[config.mk]
export PLATFORM = sky130hd
export DESIGN_NAME = tmr_irq
export DESIGN_NICKNAME = d
export VERILOG_FILES = /design/src/tmr_pkg.sv /design/src/tmr_irq.sv /design/src/tmr_trig_edge.sv
export SDC_FILE = /design/constraint.sdc
export NUM_CORES = 1
export LEC_CHECK = 0
export BUFFER_PORTS_ARGS = -buffer_cell sky130_fd_sc_hd__buf_2
export CAP_MARGIN = 10
export CORE_MARGIN = 2
export CORE_UTILIZATION = 58
export CTS_CLUSTER_SIZE = 30
export DETAILED_ROUTE_END_ITERATION = 12
export GPL_ROUTABILITY_DRIVEN = 0
export PLACE_DENSITY = 0.86
export SYNTH_ARGS = -nofsm -noshare
export SYNTH_HDL_FRONTEND = slang
export SYNTH_SLANG_ARGS = --single-unit
[constraint.sdc]
create_clock -name CLK -period 5.41 [get_ports CLK]
set_input_delay 0.541 -clock CLK [delete_from_list [all_inputs] [get_ports CLK]]
set_output_delay 0.541 -clock CLK [all_outputs]
set_load 0.02 [all_outputs]
[src/tmr_pkg.sv]
// package: register map, field positions, mode codes and state types of the timer irq block
package tmr_pkg;

   // ------------------------------------------------------------
   // register offsets (byte addresses)
   // ------------------------------------------------------------
   localparam logic [7:0] TMR_OFS_CTRL = 8'h00;
   localparam logic [7:0] TMR_OFS_CFG = 8'h08;
   localparam logic [7:0] TMR_OFS_IEN = 8'h0c;
   localparam logic [7:0] TMR_OFS_STS = 8'h10;
   localparam logic [7:0] TMR_OFS_EVG = 8'h14;
   localparam logic [7:0] TMR_OFS_CCV1 = 8'h34;
   localparam logic [7:0] TMR_OFS_CCV2 = 8'h38;

   // ------------------------------------------------------------
   // field positions
   // ------------------------------------------------------------
   localparam int unsigned TMR_B_UPD = 0;
   localparam int unsigned TMR_B_CH1 = 1;
   localparam int unsigned TMR_B_TRIG = 6;
   localparam int unsigned TMR_B_OVC1 = 9;
   localparam int unsigned TMR_B_UPDATE_DISABLE = 1;
   localparam int unsigned TMR_B_UPDATE_REQUEST_SOURCE = 2;
   localparam int unsigned TMR_B_CAMS = 5;
   localparam int unsigned TMR_B_CHIN = 8;
   localparam int unsigned TMR_NCH = 2;

   // ------------------------------------------------------------
   // masks, reset values, mode codes
   // ------------------------------------------------------------
   localparam logic [15:0] TMR_IEN_MASK = 16'h0047;
   localparam logic [15:0] TMR_STS_MASK = 16'h0647;
   localparam logic [15:0] TMR_CTRL_MASK = 16'h0066;
   localparam logic [15:0] TMR_CFG_MASK = 16'h0307;
   localparam logic [15:0] TMR_RST16 = 16'h0000;
   localparam logic [31:0] TMR_RST32 = 32'h0000_0000;
   localparam logic [2:0] TMR_SMS_RESET = 3'h4;
   localparam logic [2:0] TMR_SMS_GATED = 3'h5;
   localparam logic [1:0] TMR_CAMS_EDGE = 2'h0;

   // ------------------------------------------------------------
   // carriers and state
   // ------------------------------------------------------------
   typedef struct packed {
      logic overflow;
      logic underflow;
      logic count_down;
      logic [1:0] capture;
      logic [15:0] counter_value;
      logic [15:0] auto_reload_value;
   } tmr_core_t;

   typedef struct packed {
      logic meta;
      logic sync;
      logic prev;
      logic rise;
      logic fall;
   } tmr_edge_t;

   typedef struct packed {
      logic [15:0] ctrl;
      logic [15:0] cfg;
      logic [15:0] ien;
      logic [15:0] sts;
      logic [15:0] ccv1;
      logic [15:0] ccv2;
      logic pready;
      logic pslverr;
      logic [31:0] prdata;
      logic irq;
      logic run_en;
      logic upd_pulse;
   } tmr_state_t;

endpackage

[src/tmr_irq.sv]
// module: interrupt enable, status flags and capture registers of a two-channel timer
//
// Contract
// - trigger interrupt enable at bit 6 gates the trigger flag request.
// - channel interrupt enables at bits 1 and 2 gate channel flags.
// - update interrupt enable at bit 0 gates the update flag.
// - overcapture flags (bits 9, 10) set only in input capture mode.
// - capture while channel flag still set raises its overcapture flag.
// - overcapture flag clears only by software writing zero.
// - trigger flag sets on rising trigger edge, and on both rising and falling edges in gated mode.
// - output channel flag sets on compare match, not in center-aligned mode.
// - compare above reload sets flag on overflow (up or center-aligned) or underflow (down, edge-aligned).
// - input channel flag sets on each capture event.
// - update flag sets on overflow or underflow when updates are enabled.
// - software update request sets update flag if source and disable are zero.
// - reset-mode trigger reinit sets update flag if source and disable are zero.
// - trigger, output channel and update flags stay set until software clears.
// - gated mode runs the counter while trigger is high, halts when low.
// - software trigger request sets the trigger flag and self-clears.
module tmr_irq
   import tmr_pkg::*;
(
   input wire logic CLK,
   input wire logic RESET_N,
   input wire logic PSEL,
   input wire logic PENABLE,
   input wire logic PWRITE,
   input wire logic [7:0] PADDR,
   input wire logic [31:0] PWDATA,
   output logic [31:0] PRDATA,
   output logic PREADY,
   output logic PSLVERR,
   input wire tmr_core_t CORE,
   input wire logic SLAVE_TRIGGER_IN,
   output logic TIMER_IRQ,
   output logic COUNTER_RUN_EN,
   output logic UPDATE_REQ_PULSE
);

   tmr_state_t s_q;
   tmr_state_t s_d;
   logic trig_level;
   logic trig_rise;
   logic trig_fall;

   // ------------------------------------------------------------
   // trigger input conditioning
   // ------------------------------------------------------------
   tmr_trig_edge u_trig (
      .clk(CLK),
      .reset_n(RESET_N),
      .din(SLAVE_TRIGGER_IN),
      .level(trig_level),
      .rise(trig_rise),
      .fall(trig_fall)
   );

   // ------------------------------------------------------------
   // next state
   // ------------------------------------------------------------
   always_comb begin
      logic acc;
      logic wr;
      logic rd;
      logic hit;
      logic [31:0] rdata;
      logic [2:0] sms;
      logic [1:0] cams;
      logic center;
      logic update_disable;
      logic update_request_source;
      logic sw_trig;
      logic sw_upd;
      logic reinit;
      logic [15:0] set_v;
      logic [15:0] clr_v;
      logic [15:0] ccv;
      logic ch_in;
      logic cap;
      logic match;
      logic beyond;
      logic rd_ccv;
      logic wr_ccv;

      s_d = s_q;
      acc = PSEL & PENABLE & s_q.pready;
      wr = acc & PWRITE;
      rd = acc & ~PWRITE;
      hit = 1'b0;
      rdata = TMR_RST32;
      sms = s_q.cfg[2:0];
      cams = s_q.ctrl[TMR_B_CAMS +: 2];
      center = (cams != TMR_CAMS_EDGE);
      update_disable = s_q.ctrl[TMR_B_UPDATE_DISABLE];
      update_request_source = s_q.ctrl[TMR_B_UPDATE_REQUEST_SOURCE];
      set_v = TMR_RST16;
      clr_v = TMR_RST16;
      ccv = TMR_RST16;
      ch_in = 1'b0;
      cap = 1'b0;
      match = 1'b0;
      beyond = 1'b0;
      rd_ccv = 1'b0;
      wr_ccv = 1'b0;
      sw_trig = 1'b0;
      sw_upd = 1'b0;
      reinit = 1'b0;

      // ------------------------------------------------------------
      // apb: one wait state so every answer leaves a flop
      // ------------------------------------------------------------
      s_d.pready = PSEL & PENABLE & ~s_q.pready;
      case (PADDR)
         TMR_OFS_CTRL: begin
            hit = 1'b1;
            rdata = {16'h0000, s_q.ctrl};
         end
         TMR_OFS_CFG: begin
            hit = 1'b1;
            rdata = {16'h0000, s_q.cfg};
         end
         TMR_OFS_IEN: begin
            hit = 1'b1;
            rdata = {16'h0000, s_q.ien};
         end
         TMR_OFS_STS: begin
            hit = 1'b1;
            rdata = {16'h0000, s_q.sts};
         end
         TMR_OFS_EVG: begin
            // request bits are self-clearing and always read zero
            hit = 1'b1;
         end
         TMR_OFS_CCV1: begin
            hit = 1'b1;
            rdata = {16'h0000, s_q.ccv1};
         end
         TMR_OFS_CCV2: begin
            hit = 1'b1;
            rdata = {16'h0000, s_q.ccv2};
         end
         default: begin
            hit = 1'b0;
         end
      endcase
      if (PSEL & PENABLE & ~s_q.pready) begin
         s_d.prdata = PWRITE ? TMR_RST32 : rdata;
         s_d.pslverr = ~hit;
      end else begin
         s_d.prdata = TMR_RST32;
         s_d.pslverr = 1'b0;
      end

      // ------------------------------------------------------------
      // plain register writes
      // ------------------------------------------------------------
      if (wr && PADDR == TMR_OFS_CTRL) begin
         s_d.ctrl = PWDATA[15:0] & TMR_CTRL_MASK;
      end
      if (wr && PADDR == TMR_OFS_CFG) begin
         s_d.cfg = PWDATA[15:0] & TMR_CFG_MASK;
      end
      if (wr && PADDR == TMR_OFS_IEN) begin
         s_d.ien = PWDATA[15:0] & TMR_IEN_MASK;
      end

      // ------------------------------------------------------------
      // trigger and update events
      // ------------------------------------------------------------
      // request bits never stored, so they clear by themselves
      sw_trig = wr && PADDR == TMR_OFS_EVG && PWDATA[TMR_B_TRIG];
      sw_upd = wr && PADDR == TMR_OFS_EVG && PWDATA[TMR_B_UPD];
      reinit = (sms == TMR_SMS_RESET) & trig_rise;
      if (sms == TMR_SMS_GATED) begin
         set_v[TMR_B_TRIG] = trig_rise | trig_fall | sw_trig;
      end else begin
         set_v[TMR_B_TRIG] = trig_rise | sw_trig;
      end
      set_v[TMR_B_UPD] = ((CORE.overflow | CORE.underflow) & ~update_disable)
         | (sw_upd & ~update_request_source & ~update_disable)
         | (reinit & ~update_request_source & ~update_disable);
      s_d.upd_pulse = sw_upd | reinit;
      // gated mode halts without reset; the core keeps its count
      s_d.run_en = (sms == TMR_SMS_GATED) ? trig_level : 1'b1;

      // ------------------------------------------------------------
      // per-channel compare, capture and overcapture
      // ------------------------------------------------------------
      for (int i = 0; i < TMR_NCH; i++) begin
         ccv = (i == 0) ? s_q.ccv1 : s_q.ccv2;
         ch_in = s_q.cfg[TMR_B_CHIN + i];
         cap = CORE.capture[i] & ch_in;
         rd_ccv = rd && PADDR == ((i == 0) ? TMR_OFS_CCV1 : TMR_OFS_CCV2);
         wr_ccv = wr && PADDR == ((i == 0) ? TMR_OFS_CCV1 : TMR_OFS_CCV2);
         match = ~ch_in & ~center & (CORE.counter_value == ccv);
         beyond = ~ch_in & (ccv > CORE.auto_reload_value)
            & ((CORE.overflow & (~CORE.count_down | center))
            | (CORE.underflow & CORE.count_down & ~center));
         set_v[TMR_B_CH1 + i] = ch_in ? cap : (match | beyond);
         // old flag still up when a new value lands: data was lost
         set_v[TMR_B_OVC1 + i] = cap & s_q.sts[TMR_B_CH1 + i];
         clr_v[TMR_B_CH1 + i] = rd_ccv & ch_in;
         if (cap) begin
            ccv = CORE.counter_value;
         end else if (wr_ccv && !ch_in) begin
            ccv = PWDATA[15:0];
         end
         if (i == 0) begin
            s_d.ccv1 = ccv;
         end else begin
            s_d.ccv2 = ccv;
         end
      end

      // ------------------------------------------------------------
      // status flags: write zero clears, write one keeps, set wins
      // ------------------------------------------------------------
      if (wr && PADDR == TMR_OFS_STS) begin
         clr_v = clr_v | ~PWDATA[15:0];
      end
      s_d.sts = ((s_q.sts & ~clr_v) | set_v) & TMR_STS_MASK;

      // overcapture bits sit outside the enable mask, so add no request
      s_d.irq = |(s_d.sts & s_d.ien & TMR_IEN_MASK);
   end

   // ------------------------------------------------------------
   // state register
   // ------------------------------------------------------------
   always_ff @(posedge CLK) begin
      if (!RESET_N) begin
         s_q <= '0;
      end else begin
         s_q <= s_d;
      end
   end

   assign PRDATA = s_q.prdata;
   assign PREADY = s_q.pready;
   assign PSLVERR = s_q.pslverr;
   assign TIMER_IRQ = s_q.irq;
   assign COUNTER_RUN_EN = s_q.run_en;
   assign UPDATE_REQ_PULSE = s_q.upd_pulse;

endmodule // tmr_irq

[src/tmr_trig_edge.sv]
// module: two-flop synchroniser and edge detector for the slave trigger input
module tmr_trig_edge
   import tmr_pkg::*;
(
   input wire logic clk,
   input wire logic reset_n,
   input wire logic din,
   output logic level,
   output logic rise,
   output logic fall
);

   tmr_edge_t e_q;
   tmr_edge_t e_d;

   // ------------------------------------------------------------
   // next state
   // ------------------------------------------------------------
   always_comb begin
      e_d = e_q;
      e_d.meta = din;
      e_d.sync = e_q.meta;
      e_d.prev = e_q.sync;
      // edges registered so the main block sees clean one-cycle pulses
      e_d.rise = e_q.sync & ~e_q.prev;
      e_d.fall = ~e_q.sync & e_q.prev;
   end

   always_ff @(posedge clk) begin
      if (!reset_n) begin
         e_q <= '0;
      end else begin
         e_q <= e_d;
      end
   end

   assign level = e_q.prev;
   assign rise = e_q.rise;
   assign fall = e_q.fall;

endmodule // tmr_trig_edge

==> impl_results.md <==
* Status: complete, no violations
* Post-synth top cells: dfxtp_1, nor2_1, nand2_1, nand3_1, a311oi_1
* Crit path time final at 3480 ps
* CTS tree: done
* RSZ-0062 raised after global routing: no
* Critical path origin: s_q[109]
* Post-Syn Area per Cell at 8.26 um2
* EDFF count, synth at 0
* Crit-path max FO at 32
* Largest Register: s_q
* Hold Fails Final Rpt at 0
* Mapped Area at 0.00472 mm2
* Number of global-route vias before repair at 4323
* Num CTS Buffers at 9
* Critical path class: flop to flop
* Least-Margin Pin Slew at 1200 ps
* Top delay family on crit path: simple AND/OR/NAND/NOR gates
* HP Class: primary input to flop
* Register clock-pin slew on the reported worst setup and hold paths at 80 ps
* GRT Overall Usage at 31.2%
* Clk Tree Root Cell: clkbuf_8
* Critical Path Sink Type: flop
* Crit Reg-Reg Endpoint: s_q[60]
* Worst path bufs/invs at 0
* Post-route ant nets at 0
* Post-Syn Instances at 572
* Synth area leaders: dfxtp_1, ha_1, a311oi_1
* CP Depth at 4
* R2R depth at 4
* Sequential Power Share at 49.7%
* Std cell rows at 32
* Yosys top cell area share at 32.6%
* Setup TNS at 0 ps
* Longest Clk Path Bufs at 2
* CP Cell Sequence: nand2_1 > nand2_1 > nor2_1 > a311oi_1
* Clk pwr share at 39.4%
* P_leak at 2.19 nW
* Worst Skew at 9.23 ps
* Reg2reg start: s_q[109]
* Yosys warning total at 0
* DR vias at 4655
* Port Buffers at 87
* Layout cells sized above 1 at 18.0%
* Internal power at 0.839 mW
* Reg-to-reg slack, setup at 1930 ps
* CP endpoint: s_q[60]
* Vias per cell at 6.32
* Switch share at 26.9%
* Max-slew headroom at 19.9%
* Final setup vio count at 0
* DP Wirelength at 9900 um
* Max FFs per register at 51
* Top_reg_cell synth: dfxtp_1
* Max_cap viols at 0
* Largest area contributor in the netlist: dfxtp_1
* Core ar. at 0.00781 mm2
* Most numerous cell on the critical path: nand2_1
* Most frequent cell after synthesis: dfxtp_1
* Yosys cell types at 55
* Diode count at 0
* Clock Latency Late Sink at 370 ps
* Drt drc at 0
* First-pass GRT wire length at 21300 um
* Worst Setup Start Kind: flop
* Critical Path RT at 5680 ps
* Antenna violations before repair at 0
* Initial Util at 60.5%
* Tot Pwr at 1.15 mW
* WL/cell at 18.6 um
* H-tree Lvls at 3
* Slew Viols, Final at 0
* Fmax achieved at 288 MHz
* Post_cts resized at 0
* Net Switching at 0.308 mW
* Sequential share of the synthesized area at 32.6%
* Drt total wl at 13700 um
* I/O pins at 120
* Worst path max stage delay at 1140 ps
* Number of nets in the layout at 745
* CP arrival at 3740 ps
* Drt pass-1 iters at 6
* Worst path slowest cell: nand2_1
* Die Y-Extent at 94.3 um
* Power density over cell area at 220 mW/mm2
* Fraction of registers with async set/reset at 0%
* Comb power frac at 10.9%
* Worst VDD drop at 0.148 mV
* # clock sinks at 77
* Initial DRC count at 702
* Yosys reg bits at 77
* Fin crit share at 64.3%
* Hold-fix buffers, CTS at 0
* Filler cells at 656
* Chip Width at 94.3 um
* Die area at 0.00888 mm2
* Synthesis-to-finish area growth at 10.5%
* Setup Buffers After CTS at 0
* Overflow after GRT at 0
* Largest net degree at the start of global routing at 54
[how the worst min path moves through the flow]
stage / cells after the start / slack, ps / start / endpoint
after floorplan: 1 / 380 / u_trig.e_d[2] / u_trig.fall
after global placement: 1 / 390 / u_trig.e_d[2] / u_trig.fall
after detailed placement: 1 / 390 / u_trig.e_d[2] / u_trig.fall
after CTS: 2 / 400 / SLAVE_TRIGGER_IN / u_trig.e_d[3]
after global routing: 2 / 410 / SLAVE_TRIGGER_IN / u_trig.e_d[3]
final: 2 / 400 / SLAVE_TRIGGER_IN / u_trig.e_d[3]
[per-layer routing]
metal  vias up  global-route usage [%]  share of wire (%)
li1       2148                       -                  -
met1      2144                    39.6                 38
met2       319                    50.1                 47
met3        44                    6.90                 12
met4         0                    15.3                3.0
met5         -                       0                  0
[placed cells by master (no fill, tap or decap), types with 3 or more instances in the layout]
cell type / netlist / routed
inv_1: 22 / 22
nor2b_1: 5 / 5
nor2_1: 67 / 67
a21oi_1: 21 / 21
a221oi_1: 3 / 3
buf_2: 4 / 87
ha_1: 32 / 32
o211ai_1: 4 / 4
a22oi_1: 15 / 15
dfxtp_1: 77 / 77
buf_4: 32 / 4
xnor2_1: 31 / 31
o21ai_0: 5 / 5
nor3_1: 5 / 5
nor4_1: 4 / 4
a311oi_1: 36 / 36
nand3_1: 46 / 46
nand4_1: 15 / 15
and4_1: 3 / 3
and2_1: 6 / 6
mux2i_1: 15 / 15
a21o_1: 3 / 3
or4_1: 4 / 4
clkbuf_8: 0 / 10
a31oi_1: 5 / 5
nand2_1: 53 / 53
conb_1: 1 / 16
[metrics by stage]
stage	utilization (%)	hold WS, ps	setup slack (ps)	area [um2]	instances
after CTS	66.9	399	2230	5220	737
after floorplan	-	384	2860	4780	587
final	66.9	395	1930	5220	737
after global routing	66.9	406	1870	5220	737
after detailed placement	64.3	390	2270	5020	721
after global placement	64.3	391	2370	5020	721
[kinds of logic after synthesis]
| logic type | after synthesis | share of synthesized area, % |
|---|---|---|
| AOI/OAI and AO/OA | 109 | 17.1 |
| xor gates and xnor gates | 33 | 6.12 |
| adders and majority gates | 32 | 8.47 |
| buffers and inverters | 82 | 9.32 |
| DFF | 77 | 32.6 |
| muxes | 17 | 3.65 |
| other | 1 | 0.0794 |
| and+or+nand+nor | 221 | 22.6 |
[final cells by class]
cell class	count	area, um2	share of cell area [%]
clock buffer	11	141	2.71
clock inverter	5	60.1	1.15
timing repair buffer	91	465	8.91
inverter	23	86.3	1.65
multi-input combinational	428	2800	53.6
tap	102	128	2.44
sequential	77	1540	29.5
[power by group through the flow]
stage	registers, mW	clock network (mW)	logic (mW)
6_report	0.570	0.452	0.125
5_1_grt	0.571	0.478	0.135
4_1_cts	0.570	0.450	0.122
3_5_place_dp	0.584	0	0.121
3_3_place_gp	0.584	0	0.117
2_1_floorplan	0.585	0	0.0740
Note: power is estimated with default switching activity, not from simulation.
